[config.mk]
export PLATFORM = sky130hd
export DESIGN_NAME = pstbl_access
export DESIGN_NICKNAME = d
export VERILOG_FILES = /design/src/hdl/pstbl_lane.v /design/src/hdl/pstbl_access.v
export VERILOG_INCLUDE_DIRS = /design/src /design/src/hdl
export SDC_FILE = /design/constraint.sdc
export NUM_CORES = 1
export LEC_CHECK = 0
export BUFFER_PORTS_ARGS = -buffer_cell sky130_fd_sc_hd__buf_2
export CELL_PAD_IN_SITES_DETAIL_PLACEMENT = 1
export CELL_PAD_IN_SITES_GLOBAL_PLACEMENT = 1
export CORE_MARGIN = 4
export CORE_UTILIZATION = 30
export DETAILED_ROUTE_END_ITERATION = 12
export GPL_TIMING_DRIVEN = 0
export PLACE_DENSITY_LB_ADDON = 0.1
export REMOVE_ABC_BUFFERS = 1
export SYNTH_ARGS = -nofsm -noshare
export SYNTH_HDL_FRONTEND = slang
export SYNTH_HIERARCHICAL = 1
export SYNTH_SLANG_ARGS = --single-unit
[constraint.sdc]
create_clock -name clk -period 2.7 [get_ports clk]
set_input_delay 0.405 -clock clk [delete_from_list [all_inputs] [get_ports clk]]
set_output_delay 0.405 -clock clk [all_outputs]
set_load 0.05 [all_outputs]
[src/hdl/pstbl_regs.vh]
`ifndef PSTBL_REGS_VH
`define PSTBL_REGS_VH
// ----------------------------------------------------------------
// operation codes
// ----------------------------------------------------------------
`define PSTBL_OP_READ_LOW   2'h0
`define PSTBL_OP_READ_HIGH  2'h1
`define PSTBL_OP_WRITE_LOW  2'h2
`define PSTBL_OP_WRITE_HIGH 2'h3
// ----------------------------------------------------------------
// field positions
// ----------------------------------------------------------------
`define PSTBL_PAGE_CFG_BIT  7
// ----------------------------------------------------------------
// reset values
// ----------------------------------------------------------------
`define PSTBL_RESULT_RESET  16'h0000
`define PSTBL_FLAG_RESET    1'b0
`endif

[src/hdl/pstbl_lane.v]
`timescale 1ns/1ps
// ----------------------------------------------------------------
// one lane of the write merge: replaces a byte of the program word
// ----------------------------------------------------------------
module pstbl_lane #(
    parameter LANE_W = 8
) (
    // merge control
    input  wire              en,
    input  wire [LANE_W-1:0] old_byte,
    input  wire [LANE_W-1:0] new_byte,
    // result
    output wire [LANE_W-1:0] out_byte
);
    assign out_byte = en ? new_byte : old_byte;
endmodule

[src/hdl/pstbl_access.v]
`timescale 1ns/1ps
`include "pstbl_regs.vh"
module pstbl_access #(
    parameter OFS_W     = 16,
    parameter PAGE_W    = 8,
    parameter CFG_LIMIT = 24'h000100
) (
    // clock and reset
    input  wire                    clk,
    input  wire                    rst_n,
    // request from the core
    input  wire                    req_valid,
    input  wire [1:0]              op,
    input  wire                    byte_mode,
    input  wire [OFS_W-1:0]        offset,
    input  wire [PAGE_W-1:0]       table_page_select,
    input  wire [15:0]             wr_data,
    // program memory port
    output wire [PAGE_W+OFS_W-2:0] mem_addr,
    output wire                    mem_cfg_space,
    output wire                    mem_rd,
    input  wire [23:0]             mem_rdata,
    output wire                    mem_wr,
    output wire [23:0]             mem_wdata,
    // result to the core
    output reg                     done_ff,
    output reg                     refused_ff,
    output reg  [15:0]             rd_data_ff
);

    // ------------------------------------------------------------
    // derived widths
    // ------------------------------------------------------------
    localparam ADDR_W = PAGE_W + OFS_W - 1;
    localparam LANE_W = 8;
    // limit cut to the address width; its space bit is never set
    localparam [ADDR_W-1:0] CFG_LIM = CFG_LIMIT[ADDR_W-1:0];

    // ------------------------------------------------------------
    // operation decode
    // ------------------------------------------------------------
    wire is_rd_lo;
    wire is_rd_hi;
    wire is_wr_lo;
    wire is_wr_hi;
    wire is_write;
    wire is_high;
    wire byte_sel;

    assign is_rd_lo = (op == `PSTBL_OP_READ_LOW);
    assign is_rd_hi = (op == `PSTBL_OP_READ_HIGH);
    assign is_wr_lo = (op == `PSTBL_OP_WRITE_LOW);
    assign is_wr_hi = (op == `PSTBL_OP_WRITE_HIGH);
    assign is_write = is_wr_lo | is_wr_hi;
    assign is_high  = is_rd_hi | is_wr_hi;
    // same bit that picks a byte in a data-space address
    assign byte_sel = offset[0];

    // ------------------------------------------------------------
    // address and space
    // ------------------------------------------------------------
    wire              cfg;
    wire [ADDR_W-1:0] word_idx;

    assign cfg = table_page_select[`PSTBL_PAGE_CFG_BIT];
    // offset lsb is the byte select, so the index moves once per
    // two offset steps and each 24-bit word owns one offset pair
    assign word_idx = {table_page_select, offset[OFS_W-1:1]};

    // ------------------------------------------------------------
    // configuration space gate
    // ------------------------------------------------------------
    wire implemented;
    wire refuse;
    wire go;

    // only the index below the space bit counts against the limit
    assign implemented = ({1'b0, word_idx[ADDR_W-2:0]} < CFG_LIM);
    // user space is never refused; the limit bounds config reads only
    assign refuse = cfg & (is_write | ~implemented);
    assign go     = req_valid & ~refuse;

    // ------------------------------------------------------------
    // memory strobes
    // ------------------------------------------------------------
    // combinational: the memory answers within the request cycle
    assign mem_addr      = word_idx;
    assign mem_cfg_space = cfg;
    assign mem_rd        = go & ~is_write;
    assign mem_wr        = go & is_write;

    // ------------------------------------------------------------
    // write merge lane control
    // ------------------------------------------------------------
    // read-modify-write: untouched lanes keep the stored byte
    reg              en_lo;
    reg              en_mi;
    reg              en_hi;
    reg [LANE_W-1:0] mi_src;

    always @* begin
        en_lo  = 1'b0;
        en_mi  = 1'b0;
        en_hi  = 1'b0;
        mi_src = wr_data[15:8];
        if (is_wr_lo) begin
            if (!byte_mode) begin
                en_lo = 1'b1;
                en_mi = 1'b1;
            end else if (byte_sel) begin
                en_mi  = 1'b1;
                mi_src = wr_data[7:0];
            end else begin
                en_lo = 1'b1;
            end
        end else if (is_wr_hi) begin
            // phantom byte has no storage, so that write is dropped
            en_hi = ~(byte_mode & byte_sel);
        end
    end

    // ------------------------------------------------------------
    // byte lanes
    // ------------------------------------------------------------
    wire [LANE_W-1:0] b0;
    wire [LANE_W-1:0] b1;
    wire [LANE_W-1:0] b2;

    pstbl_lane #(
        .LANE_W   (LANE_W)
    ) u_lo (
        .en       (en_lo),
        .old_byte (mem_rdata[7:0]),
        .new_byte (wr_data[7:0]),
        .out_byte (b0)
    );

    pstbl_lane #(
        .LANE_W   (LANE_W)
    ) u_mi (
        .en       (en_mi),
        .old_byte (mem_rdata[15:8]),
        .new_byte (mi_src),
        .out_byte (b1)
    );

    pstbl_lane #(
        .LANE_W   (LANE_W)
    ) u_hi (
        .en       (en_hi),
        .old_byte (mem_rdata[23:16]),
        .new_byte (wr_data[7:0]),
        .out_byte (b2)
    );

    // upper lane is only ever enabled by the high write op
    assign mem_wdata = {b2, b1, b0};

    // ------------------------------------------------------------
    // read formatting
    // ------------------------------------------------------------
    // holds unless a read is taken, so refused reads leave no trace
    reg [15:0] nxt_rd_data;

    always @* begin
        nxt_rd_data = rd_data_ff;
        if (mem_rd) begin
            case ({is_high, byte_mode, byte_sel})
                3'h0: begin
                    nxt_rd_data = mem_rdata[15:0];
                end
                3'h1: begin
                    nxt_rd_data = mem_rdata[15:0];
                end
                3'h2: begin
                    nxt_rd_data = {8'h00, mem_rdata[7:0]};
                end
                3'h3: begin
                    nxt_rd_data = {8'h00, mem_rdata[15:8]};
                end
                3'h4: begin
                    // phantom byte d15:8 always reads as zero
                    nxt_rd_data = {8'h00, mem_rdata[23:16]};
                end
                3'h5: begin
                    nxt_rd_data = {8'h00, mem_rdata[23:16]};
                end
                3'h6: begin
                    nxt_rd_data = {8'h00, mem_rdata[23:16]};
                end
                default: begin
                    // byte select on the phantom byte
                    nxt_rd_data = 16'h0000;
                end
            endcase
        end
    end

    // ------------------------------------------------------------
    // result registers
    // ------------------------------------------------------------
    // every request is answered next cycle, refused or not
    always @(posedge clk or negedge rst_n) begin
        if (!rst_n) begin
            done_ff <= `PSTBL_FLAG_RESET;
        end else begin
            done_ff <= req_valid;
        end
    end

    // tells the core that nothing reached the memory
    always @(posedge clk or negedge rst_n) begin
        if (!rst_n) begin
            refused_ff <= `PSTBL_FLAG_RESET;
        end else begin
            refused_ff <= req_valid & refuse;
        end
    end

    // kept until the next taken read, so the core may fetch it late
    always @(posedge clk or negedge rst_n) begin
        if (!rst_n) begin
            rd_data_ff <= `PSTBL_RESULT_RESET;
        end else begin
            rd_data_ff <= nxt_rd_data;
        end
    end

endmodule

# Yosys cells after proc, flatten, opt, wreduce, memory -nomap -nowiden
# Index checks and enable logic that the tools add are counted.
# word_totals
ff_bits,18
input_bits,70
# op_classes
magnitude_cmp,1
eq_ne,9
n_mux,15
bitwise,13
n_reduce_logical,3
# op_table
op,count
$pmux W16 S4,1
$mux W8,6
$lt A22 B9 Y1 const B,1
$eq A3 B3 Y1 const B,3
$mux W1,8
$and A1 B1 Y1,6
$eq A3 B2 Y1 const B,2
$eq A2 B2 Y1 const B,2
$not A1 Y1,4
$eq A3 B1 Y1 const B,1
$logic_not A3 Y1,1
$or A1 B1 Y1,3
$reduce_or A3 Y1,1
$eq A2 B1 Y1 const B,1
$reduce_or A2 Y1,1

# Longest topological paths before layout
# depth
depth_word,7
ltp_mapped,6
ltp_nobuf,4

# Modules after synthesis
# The synthesis kept the hierarchy.
# by_module_without_submodules
mod,n_inst,cells_each,area_each_um2
pstbl_access,1,140,1347.5
pstbl_lane,3,9,131.4

# Least setup slack after synthesis
# No wires, ideal clock.
# synth_path
path_kind,input to output
from,input table_page_select[3]
to,output mem_wr
arrival_ps,1935
path_slack_ps,360
cell_stages,4
path_buffers,1
cell_sequence,nor4_2 > a41oi_4 > clkbuf_1 > nor2_1
# synth_via
elab_chain_len,7
# synth_lines
item,line_no,rtl
start: declaration,pstbl_access.v:16,"input wire [PAGE_W-1:0] table_page_select,"
$lt A22 B9 Y1,pstbl_access.v:78,"assign implemented = ({1'b0, word_idx[ADDR_W-2:0]} < CFG_LIM);"
$not A1 Y1,pstbl_access.v:80,assign refuse = cfg & (is_write | ~implemented);
$or A1 B1 Y1,pstbl_access.v:80,
$and A1 B1 Y1,pstbl_access.v:80,
$not A1 Y1,pstbl_access.v:81,assign go = req_valid & ~refuse;
$and A1 B1 Y1,pstbl_access.v:81,
$and A1 B1 Y1,pstbl_access.v:90,assign mem_wr = go & is_write;
end: declaration,pstbl_access.v:23,"output wire mem_wr,"
# No other way between the ends.

# Worst setup path in the final report
# layout_path
from,input op[0]
to,output mem_wdata[18]
# layout_via
elab_chain_len,4
elab_cells_between_ends,5
# layout_lines
item,line_no,rtl
start: declaration,pstbl_access.v:13,"input wire [1:0] op,"
$eq A2 B2 Y1 (no line),n/a,
$mux W1,pstbl_access.v:116,end else if (is_wr_hi) begin
$mux W1 (*),pstbl_access.v:106,if (is_wr_lo) begin
named net en_hi,pstbl_access.v:98,reg en_hi;
$mux W8 (*),pstbl_lane.v:15,assign out_byte = en ? new_byte : old_byte;
end: declaration,pstbl_access.v:24,"output wire [23:0] mem_wdata,"
# The timed path passes the listed nets; every way through them passes the cells marked *.

==> metrics <==
Achievable Freq=398 MHz; die area=7090 um2; CP endpoint kind=output pin; post-route antenna net violation count=0; Setup TNS=0 ns; area of the core=5570 um2; Setup Skew=0 ns; synth warn=6; Worst Tran Pin Value=0.831 ns; Antenna Cells=0; Tcrit/Tclk final=93.1%; HPWL reported at the end of detailed placement=4550 um; final cell count without fillers=330; crit path DAT=2.11 ns; static leakage=0.00119 uW; total wire length=5780 um; Synth cell types=26; port bufs=121; TritonCTS clock tree=done; most common cell after layout, fill and taps aside=buf_2; r2r worst-path depth=1; First-pass DRT Iterations=4; Setup Viol. Count Final=0; Bufs on Longest Clock Path=2; relative slew slack=44.6%; # Post-CTS Setup Buffers=0; Cell Area, Synth=1740 um2; drc violations=0; initial core utilization=31.2%; cell area power density=544 nW/um2; clock latency on the worst-skew pair=0.26 ns; CTS clk-pin slew, worst paths=0.08 ns; FP Rows=27; Area Overhead vs Synth=29.2%; Max VDD drop=0.308 mV; NumNets Final=330; syn avg cell area=10.4 um2; largest net degree at the start of global routing=20; IO Pins=138; GR Overflow Total=0; gr usage total=16.1%; reg2reg start=rd_data_ff[1]; Synth Register Bits=18; cell count after placement=327; layout cell share with drive strength beyond 1=68.2%; Power Total=1220 uW; H-tree depth=1; WL/cell=17.5 um; initial antenna violation count=0; clock buffer count from CTS=3; Via-to-Cell Ratio=4.72; Req. time, crit path=2.30 ns; final setup margin=0.188 ns; Final Core Density=40.4%; min Tclk post-route=2.51 ns; status=finished clean; RSZ-0062 raised after global routing=false; via count=1557; Root Buffer Master=clkbuf_8; maximum fanout along the worst path=11; Pins Over Slew Limit=0; post-synthesis instance total=167; vias in the first global route=1675; Final Wtd Congestion=0.711; Max-Cap Viols=0; worst r2r dst=rd_data_ff[1]; post-synthesis sequential area ratio=25.9%; setup slack, reg-to-reg=1.93 ns; Setup WS pre-CTS=-0.311 ns; CTS Sinks=18; worst setup path startpoint=op[0]; crit start category=input port; worst min-delay path class=input port to async pin; CP Class=input port to output pin; first-pass GRT wire length=9050 um; Hold Fails Final Rpt=0; most frequent cells in the layout=buf_2, nand2_1, mux2_4; DRT iter0 DRCs=31; Chip Height=84.2 um; Die Wd=84.2 um
## registers in the layout, indices dropped and copies added, names as in the netlist
register,cells
refused_ff,1
rd_data_ff,16
done_ff,1
## how the worst max path moves through the flow
stage,depth (start not counted),end,slack [ns]
after global placement,5,mem_wdata[18],-0.34
after CTS,5,mem_wdata[18],0.14
after global routing,5,mem_wdata[18],0.08
final,5,mem_wdata[18],0.19
after detailed placement,5,mem_wdata[18],-0.31
after floorplan,3,mem_wr,0.48
## layout make-up
| class | count | area, um2 |
|---|---|---|
| clock buffers | 3 | 41.3 |
| fillers | 693 | 3320 |
| inverters | 2 | 7.51 |
| multi-input cells | 114 | 1050 |
| flip-flops and latches | 18 | 450 |
| well taps | 72 | 90.1 |
| repair buffers | 121 | 606 |
## what timing repair did
item / CTS / global route
hold buffers: 0 / 0
gates resized for setup: 3 / 0
hold endpoints to repair: 0 / 0
setup endpoints to repair: 16 / 0
## stage by stage
step | cell area (um2) | hold WS, ns
6_report | 2250 | 0.0840
5_1_grt | 2250 | 0.115
4_1_cts | 2250 | 0.0952
3_5_place_dp | 2200 | 0.386
3_3_place_gp | 2200 | 0.387
2_1_floorplan | 1500 | 0.109
## Yosys cell counts (all sizes together)
library cell  number  share of area (%)
mux2              40                 33
inv                2               0.43
mux2i              8                4.6
o21ai              8                2.3
a41oi              1                1.6
nand2             34                7.5
and2               2               0.72
a21boi             1               0.43
a21oi              2               0.57
nand2b             2               0.72
nor2               2                1.4
o211ai             8                3.4
nor3               2               0.86
clkbuf             4                1.0
nor4               3                2.7
or2                1               0.36
buf               29                 13
dfrtp             18                 26
## layer usage
metal	GRT usage (%)	up-vias	part of all wire, %
met5	0	-	0
met4	1.75	0	0.31
met2	28.3	74	50
met3	5.00	2	7.4
met1	19.9	741	42
li1	-	740	-
## power by group
part | total [uW] | internal, uW | leakage [uW] | switching, uW
Clock | 202 | 99.6 | 0.0000216 | 103
Sequential | 345 | 316 | 0.000208 | 28.7
Combinational | 676 | 206 | 0.000961 | 470
## cells by family after synthesis
logic type | synth area share [%]
compound gates | 8.33
buf+inv | 14.3
flops | 25.9
mux | 37.4
simple gates | 14.2
## worst max-delay path: stages
cell and delay [ns]:
buf_2 0.21, a21boi_2 0.47, and2_2 0.47, mux2_4 0.33, buf_2 0.21
No activity file was read; power rests on OpenSTA's default activity.
